[src/hw/asop_pkg.sv]
// constants, field positions and types of the serial and parallel result output port
package asop_pkg;
  localparam int unsigned WORD_W      = 16;
  localparam int unsigned FIFO_DEPTH  = 8;
  localparam int unsigned CNT_W       = 5;
  localparam logic [4:0]  BITS_LAST   = 5'h0f;
  localparam logic [4:0]  BITS_ALL    = 5'h10;
  localparam int unsigned PAR_BIT_FIVE = 5;
  // synchronised configuration vector positions
  localparam int unsigned CFG_W    = 6;
  localparam int unsigned CFG_SER  = 0;
  localparam int unsigned CFG_EXT  = 1;
  localparam int unsigned CFG_FMT  = 2;
  localparam int unsigned CFG_SYNC = 3;
  localparam int unsigned CFG_INV  = 4;
  localparam int unsigned CFG_RDC  = 5;
  // synchronised link pin positions
  localparam int unsigned PIN_W   = 3;
  localparam int unsigned PIN_CLK = 0;
  localparam int unsigned PIN_CS  = 1;
  localparam int unsigned PIN_DIN = 2;
  // master clock: one bit per period, data moves at count zero
  localparam int unsigned DIV_W    = 3;
  localparam logic [2:0]  DIV_RISE = 3'h2;
  localparam logic [2:0]  DIV_FALL = 3'h6;
  localparam logic [2:0]  DIV_LAST = 3'h7;
  localparam logic [15:0] WORD_RST = 16'h0000;
  localparam logic [15:0] MSB_MASK = 16'h8000;

  typedef enum logic {ASOP_IDLE, ASOP_SHIFT} asop_state_t;
endpackage : asop_pkg

[src/hw/asop_fifo.sv]
// result word fifo with valid/ready on both sides
`timescale 1ns/1ps
module asop_fifo #(
  parameter int unsigned W     = 16,
  parameter int unsigned DEPTH = 8
) (
  // clock and reset
  input  wire logic         clk_i,
  input  wire logic         rst_n_i,
  // fill side
  input  wire logic         in_valid_i,
  input  wire logic [W-1:0] in_data_i,
  output logic              in_ready_o,
  // drain side
  output logic              out_valid_o,
  input  wire logic         out_ready_i,
  output logic [W-1:0]      out_data_o
);
  localparam int unsigned PW = $clog2(DEPTH);
  localparam int unsigned CW = $clog2(DEPTH + 1);
  localparam logic [CW-1:0] CNT_FULL = CW'(DEPTH);

  typedef struct packed {
    logic [DEPTH-1:0][W-1:0] mem;
    logic [PW-1:0]           wp;
    logic [PW-1:0]           rp;
    logic [CW-1:0]           cnt;
    logic                    full;
    logic                    empty;
  } asop_fifo_t;

  asop_fifo_t r;
  asop_fifo_t next_r;
  logic       push;
  logic       pop;

  always_comb begin
    next_r = r;
    push   = in_valid_i && !r.full;
    pop    = out_ready_i && !r.empty;
    if (push) begin
      next_r.mem[r.wp] = in_data_i;
      next_r.wp        = PW'((r.wp + 1'b1) % DEPTH);
    end
    if (pop) begin
      next_r.rp = PW'((r.rp + 1'b1) % DEPTH);
    end
    if (push && !pop) begin
      next_r.cnt = r.cnt + 1'b1;
    end else if (pop && !push) begin
      next_r.cnt = r.cnt - 1'b1;
    end
    next_r.full  = (next_r.cnt == CNT_FULL);
    next_r.empty = (next_r.cnt == '0);
  end

  always_ff @(posedge clk_i or negedge rst_n_i) begin
    if (!rst_n_i) begin
      r       <= '0;
      r.empty <= 1'b1;
    end else begin
      r <= next_r;
    end
  end

  assign in_ready_o  = !r.full;
  assign out_valid_o = !r.empty;
  assign out_data_o  = r.mem[r.rp];
endmodule : asop_fifo

[src/hw/asop_port.sv]
// serial and parallel result output port
`timescale 1ns/1ps
module asop_port
  import asop_pkg::*;
(
  // clock and reset
  input  wire logic              clk_i,
  input  wire logic              rst_n_i,
  // conversion side
  input  wire logic [WORD_W-1:0] result_i,
  input  wire logic              result_valid_i,
  input  wire logic              conv_busy_i,
  output logic                   result_ready_o,
  // configuration pins
  input  wire logic              serial_parallel_sel_i,
  input  wire logic              clock_source_sel_i,
  input  wire logic              output_format_sel_i,
  input  wire logic              frame_sync_polarity_sel_i,
  input  wire logic              clock_edge_invert_sel_i,
  input  wire logic              read_during_convert_sel_i,
  // serial link
  input  wire logic              serial_result_clock_i,
  input  wire logic              chip_select_n_i,
  input  wire logic              daisy_chain_in_i,
  output logic                   serial_result_clock_o,
  output logic                   serial_result_clock_oe_o,
  output logic                   serial_result_out_o,
  output logic                   frame_sync_o,
  // parallel bus
  output logic [WORD_W-1:0]      par_data_o,
  output logic                   par_data_oe_o
);
  typedef struct packed {
    asop_state_t       st;
    logic [CFG_W-1:0]  cfg1;
    logic [CFG_W-1:0]  cfg2;
    logic [PIN_W-1:0]  pin1;
    logic [PIN_W-1:0]  pin2;
    logic [PIN_W-1:0]  pin3;
    logic [WORD_W-1:0] sh;
    logic [CNT_W-1:0]  cnt;
    logic [DIV_W-1:0]  div;
    logic              sclk;
    logic              sync;
    logic              sdo;
    logic [WORD_W-1:0] par;
    logic              par_oe;
    logic              sclk_oe;
    logic              sclk_pin;
    logic              sync_pin;
    logic              rdy;
  } asop_port_t;

  asop_port_t        r;
  asop_port_t        next_r;
  logic              pop;
  logic              f_valid;
  logic              f_ready;
  logic [WORD_W-1:0] f_data;
  logic [WORD_W-1:0] word;
  logic              ser;
  logic              slave;
  logic              inv;
  logic              act_edge;
  logic              cs_act;
  logic              cs_start;

  asop_fifo #(
    .W     (WORD_W),
    .DEPTH (FIFO_DEPTH)
  ) u_fifo (
    .clk_i       (clk_i),
    .rst_n_i     (rst_n_i),
    .in_valid_i  (result_valid_i),
    .in_data_i   (result_i),
    .in_ready_o  (f_ready),
    .out_valid_o (f_valid),
    .out_ready_i (pop),
    .out_data_o  (f_data)
  );

  ////////////////////////////////////////////////////////////////////////////
  // next state
  always_comb begin
    next_r   = r;
    pop      = 1'b0;
    ser      = r.cfg2[CFG_SER];
    slave    = r.cfg2[CFG_EXT];
    inv      = r.cfg2[CFG_INV];
    word     = f_data ^ (output_format_mask(r.cfg2[CFG_FMT]));
    // edge select on the synchronised external clock
    act_edge = inv ? (!r.pin2[PIN_CLK] && r.pin3[PIN_CLK])
                   : (r.pin2[PIN_CLK] && !r.pin3[PIN_CLK]);
    cs_act   = !r.pin2[PIN_CS];
    cs_start = cs_act && r.pin3[PIN_CS];
    next_r.cfg1 = {read_during_convert_sel_i, clock_edge_invert_sel_i,
                   frame_sync_polarity_sel_i, output_format_sel_i,
                   clock_source_sel_i, serial_parallel_sel_i};
    next_r.cfg2 = r.cfg1;
    next_r.pin1 = {daisy_chain_in_i, chip_select_n_i, serial_result_clock_i};
    next_r.pin2 = r.pin1;
    next_r.pin3 = r.pin2;
    next_r.par_oe  = !ser;
    next_r.sclk_oe = ser && !slave;
    case (r.st)
      ASOP_IDLE: begin
        next_r.sclk = 1'b0;
        next_r.sync = 1'b0;
        next_r.sdo  = 1'b0;
        next_r.cnt  = '0;
        next_r.div  = '0;
        if (!ser) begin
          if (f_valid) begin
            pop        = 1'b1;
            next_r.par = word;
          end
        end else if (!slave) begin
          // read mode choice of the master
          if (f_valid && (r.cfg2[CFG_RDC] ? conv_busy_i : !conv_busy_i)) begin
            pop        = 1'b1;
            next_r.sh  = word;
            next_r.sdo = word[WORD_W-1];
            next_r.sync = 1'b1;
            next_r.st  = ASOP_SHIFT;
          end
        end else if (cs_start) begin
          pop        = f_valid;
          next_r.sh  = f_valid ? word : WORD_RST;
          next_r.sdo = f_valid ? word[WORD_W-1] : 1'b0;
          next_r.st  = ASOP_SHIFT;
        end
      end
      ASOP_SHIFT: begin
        if (!slave) begin
          next_r.div  = r.div + 1'b1;
          next_r.sclk = (r.div == DIV_RISE - 1'b1) ? 1'b1 :
                        (r.div == DIV_FALL - 1'b1) ? 1'b0 : r.sclk;
          // data moves mid-low, away from both edges
          if (r.div == DIV_LAST) begin
            if (r.cnt == BITS_LAST) begin
              next_r.st   = ASOP_IDLE;
              next_r.sync = 1'b0;
              next_r.sdo  = 1'b0;
            end else begin
              next_r.cnt = r.cnt + 1'b1;
              next_r.sh  = {r.sh[WORD_W-2:0], 1'b0};
              next_r.sdo = r.sh[WORD_W-2];
            end
          end
        end else if (!cs_act || !ser) begin
          next_r.st = ASOP_IDLE;
        end else if (act_edge) begin
          // chain input enters behind the result word
          next_r.sh  = {r.sh[WORD_W-2:0], r.pin2[PIN_DIN]};
          next_r.sdo = r.sh[WORD_W-2];
          if (r.cnt != BITS_ALL) begin
            next_r.cnt = r.cnt + 1'b1;
          end
        end
      end
      default: begin
        next_r.st = ASOP_IDLE;
      end
    endcase
    // pin levels registered after polarity and edge select
    next_r.sync_pin = next_r.sync ^ next_r.cfg2[CFG_SYNC];
    next_r.sclk_pin = next_r.sclk ^ next_r.cfg2[CFG_INV];
    next_r.rdy      = f_ready;
  end

  function automatic logic [WORD_W-1:0] output_format_mask(input logic fmt);
    output_format_mask = fmt ? WORD_RST : MSB_MASK;
  endfunction : output_format_mask

  always_ff @(posedge clk_i or negedge rst_n_i) begin
    if (!rst_n_i) begin
      r      <= '0;
      r.pin1 <= '1;
      r.pin2 <= '1;
      r.pin3 <= '1;
    end else begin
      r <= next_r;
    end
  end

  ////////////////////////////////////////////////////////////////////////////
  // outputs
  assign result_ready_o           = r.rdy;
  assign serial_result_clock_o    = r.sclk_pin;
  assign serial_result_clock_oe_o = r.sclk_oe;
  assign serial_result_out_o      = r.sdo;
  assign frame_sync_o             = r.sync_pin;
  assign par_data_o               = r.par;
  assign par_data_oe_o            = r.par_oe;
endmodule : asop_port

[config.mk]
export PLATFORM = sky130hd
export DESIGN_NAME = asop_port
export DESIGN_NICKNAME = d
export VERILOG_FILES = /design/src/hw/asop_pkg.sv /design/src/hw/asop_fifo.sv /design/src/hw/asop_port.sv
export SDC_FILE = /design/constraint.sdc
export NUM_CORES = 1
export LEC_CHECK = 0
export BUFFER_PORTS_ARGS = -buffer_cell sky130_fd_sc_hd__buf_2
export CORE_MARGIN = 5
export CORE_UTILIZATION = 60
export DETAILED_ROUTE_END_ITERATION = 10
export PLACE_DENSITY = 0.82
export SYNTH_ARGS = -nofsm -noshare
export SYNTH_HDL_FRONTEND = slang
export SYNTH_SLANG_ARGS = --single-unit
export TNS_END_PERCENT = 50
[constraint.sdc]
create_clock -name clk_i -period 5.1 [get_ports clk_i]
set_input_delay 0 -clock clk_i [delete_from_list [all_inputs] [get_ports clk_i]]
set_output_delay 0 -clock clk_i [all_outputs]
set_load 0.05 [all_outputs]
==> results.sh <==
export IMPL_status="finished clean"
export IMPL_placed_cell_area_um2=9540
export IMPL_comb_power_share=0.362
export IMPL_ys_seq_area_frac=0.561
export IMPL_clock_sinks=207
export IMPL_path_clk_slew_ns=0.06
export IMPL_r2r_end="u_fifo.r[76]"
export IMPL_slowest_stage="nand3_1"
export IMPL_max_stage_delay_ns=1.03
export IMPL_cts_resized=0
export IMPL_die_x_um=134
export IMPL_final_util=0.695
export IMPL_holdPathEnd="r[22]"
export IMPL_min_from="conv_busy_i"
export IMPL_avgSynthCellArea_um2=13.5
export IMPL_post_drt_wl_per_cell_um=21.7
export IMPL_sequentialPowerShare=0.411
export IMPL_syn_area_um2=9250
export IMPL_p_int_uw=4580
export IMPL_drt_initial_drc_count=389
export IMPL_crit_chain="nor2b_1 > nand3_1 > mux2_2"
export IMPL_worstPathArrival_ns=3.21
export IMPL_multiInputGateArea_um2=3720
export IMPL_cts_buffers=22
export IMPL_final_nets=782
export IMPL_clk_path_buf_depth=3
export IMPL_syn_nets=722
export IMPL_final_area_um2=10500
export IMPL_cap_violations=0
export IMPL_path_delay_family="simple AND/OR/NAND/NOR gates"
export IMPL_min_path_cells=3
export IMPL_antenna_cells=0
export IMPL_gp_congestion=0.813
export IMPL_initial_core_util=0.610
export IMPL_finalCriticalPeriod_ns=2.84
export IMPL_worst_pin_slew_ns=1.12
export IMPL_core_area_um2=15100
export IMPL_pwr_share_clk=0.226
export IMPL_drtPass1Iterations=4
export IMPL_grt_max_degree=80
export IMPL_r2r_cells=3
export IMPL_final_layout_size_suffix_gt1_frac=0.362
export IMPL_htreeDepth=1
export IMPL_globalRouteTotalUtil=0.235
export IMPL_port_buffers=50
export IMPL_cp_required_ns=5.48
export IMPL_die_area_um2=18000
export IMPL_synth_edf_count=0
export IMPL_num_rows=45
export IMPL_ys_types=48
export IMPL_clock_fmax_mhz=352
export IMPL_syn_inst=683
export IMPL_rr_startpoint="u_fifo.r[1]"
export IMPL_area_delta_synth_final_pct=13.9
export IMPL_wl_um=20500
export IMPL_hold_ws_ns=0.0310
export IMPL_r2r_setup_slack_ns=2.26
export IMPL_fin_skew_ns=0.0117
export IMPL_hold_viol=0
export IMPL_ir_drop_mv=0.346
export IMPL_drv_slew=0
export IMPL_start_kind="register"
export IMPL_timing_final_crit_share=0.557
export IMPL_die_h_um=134
export IMPL_ys_ff_latch=207
export IMPL_via_per_inst=6.12
export IMPL_ys_async_sr_fraction=1.00
export IMPL_rsz0062_at_grt="false"
export IMPL_fin_setup_tns_ns=0
export IMPL_n_fill_cell=986
export IMPL_yosysWarningCount=0
export IMPL_cts_setup_buffers=0
export IMPL_regArea_um2=5190
export IMPL_via_count=5798
export IMPL_crit_type="reg2reg"
export IMPL_powerDensity_nw_per_um2=672
export IMPL_path_max_fanout=16
export IMPL_dp_hpwl_um=12800
export IMPL_grt_pass1_wl_um=33700
export IMPL_switching_power_uw=2490
export IMPL_setup_violations=0
export IMPL_synthFlopType="dfrtp_1"
export IMPL_min_path_type="in2reg"
export IMPL_cts_tree="yes"
export IMPL_end_kind="register"
export IMPL_grt_overflow=0
export IMPL_grt_antenna_before_repair=0
export IMPL_route_detailed_drc=0
export IMPL_grt_pass1_vias=6301
export IMPL_switching_share=0.352
export IMPL_crit_buf_inv=0
export IMPL_leakage_uw=0.00471
export IMPL_num_io_pins=51
export IMPL_root_buffer="clkbuf_16"
export IMPL_ant_nets=0
export IMPL_insertion_delay_ns=0.50
export IMPL_maxSlewHeadroom=0.251
state kept, by name (all words and copies together), names as in the netlist:
name and count:
serial_result_out_o 1, par_data_o 16, next_r 12, serial_result_clock_oe_o 1, inv 1, result_ready_o 1, u_fifo.r 140, par_data_oe_o 1
serial_result_clock_o 1, frame_sync_o 1, r 32
cells in the final DEF, fill, tap and decap left out, types with 4 or more instances in the layout:
| cell | Yosys | final |
|---|---|---|
| a21oi_1 | 7 | 7 |
| ha_1 | 10 | 10 |
| nand3b_1 | 4 | 4 |
| xnor2_1 | 8 | 8 |
| nand3_1 | 5 | 5 |
| mux4_2 | 17 | 17 |
| buf_2 | 12 | 49 |
| mux2_4 | 10 | 10 |
| dfstp_2 | 9 | 9 |
| clkbuf_8 | 0 | 7 |
| buf_4 | 17 | 9 |
| xor2_1 | 7 | 7 |
| o21ai_0 | 53 | 53 |
| nor2_1 | 15 | 15 |
| dfrtp_1 | 198 | 197 |
| clkinv_2 | 0 | 6 |
| a22oi_1 | 15 | 15 |
| mux2_2 | 135 | 135 |
| nor3_1 | 6 | 6 |
| nand2_1 | 47 | 47 |
| mux2i_1 | 36 | 36 |
| clkbuf_16 | 0 | 23 |
| dlygate4sd3_1 | 0 | 26 |
| inv_1 | 16 | 16 |
worst max-delay path by stage:
stage | startpoint | end | cells after the start
5_1_grt | u_fifo.r[1] | u_fifo.r[79] | 3
6_report | u_fifo.r[1] | u_fifo.r[76] | 3
2_1_floorplan | next_r[48] | r[36] | 6
4_1_cts | u_fifo.r[1] | u_fifo.r[76] | 3
3_3_place_gp | u_fifo.r[8] | r[45] | 5
3_5_place_dp | u_fifo.r[1] | u_fifo.r[85] | 3
timing repair:
item / 4_1_cts / 5_1_grt
hold buffers: 26 / 0
endpoints found under the setup margin: 0 / 0
endpoints found under the hold margin: 207 / 0
Yosys cell counts (5+ instances only):
master	count	area share
mux2_2	135	0.16
mux2i_1	36	0.039
mux4_2	17	0.041
clkbuf_1	19	0.0077
dfrtp_1	198	0.54
a22oi_1	15	0.012
xor2_1	7	0.0066
nand3_1	5	0.0027
xnor2_1	8	0.0076
buf_4	17	0.014
buf_2	12	0.0065
ha_1	10	0.014
nor2_1	15	0.0061
dfstp_2	9	0.026
nand2_1	47	0.019
nor3_1	6	0.0032
o21ai_0	53	0.029
inv_1	16	0.0065
a21oi_1	7	0.0038
mux2_4	10	0.016
area by class of cell:
class / count / share of cell area
clock inverters: 8 / 0.00641
well taps: 188 / 0.0223
flip-flops and latches: 207 / 0.493
clock buffers: 32 / 0.0635
inverters: 16 / 0.00570
multi-input cells: 411 / 0.353
repair buffers: 85 / 0.0557
routing by layer:
metal	global-route usage	wire length [um]
met5	0	0
met4	0.0707	445
met3	0.0435	1230
met2	0.391	10100
met1	0.320	8780
through the flow:
step	setup WS [ns]	power, uW	std cells
CTS	2.26	7080	947
detailed placement	2.35	5410	881
finish	2.26	7070	947
global route	2.10	7440	947
global placement	2.48	5250	881
floorplan	2.95	4790	683
worst min-delay path, delay by kind of cell:
kind	cells	cell delay, ns
AOI/OAI and AO/OA	1	0.25
xor gates and xnor gates	1	0.12
buffers and inverters	1	0.08
kinds of logic after synthesis:
kind of cell	after synthesis	synth area share
and+or+nand+nor	98	0.0513
DFF	207	0.561
muxes	199	0.263
adders and majority gates	10	0.0135
xor gates and xnor gates	15	0.0142
buffers and inverters	65	0.0367
AOI/OAI and AO/OA	89	0.0594
power by group through the flow:
stage	Combinational [uW]	Clock, uW	Sequential, uW
after CTS	2560	1620	2890
after detailed placement	2510	0	2910
after global placement	2400	0	2850
after global routing	2770	1690	2980
final	2560	1600	2910
after floorplan	2130	0	2660
Power figures use the tool's default switching activity.
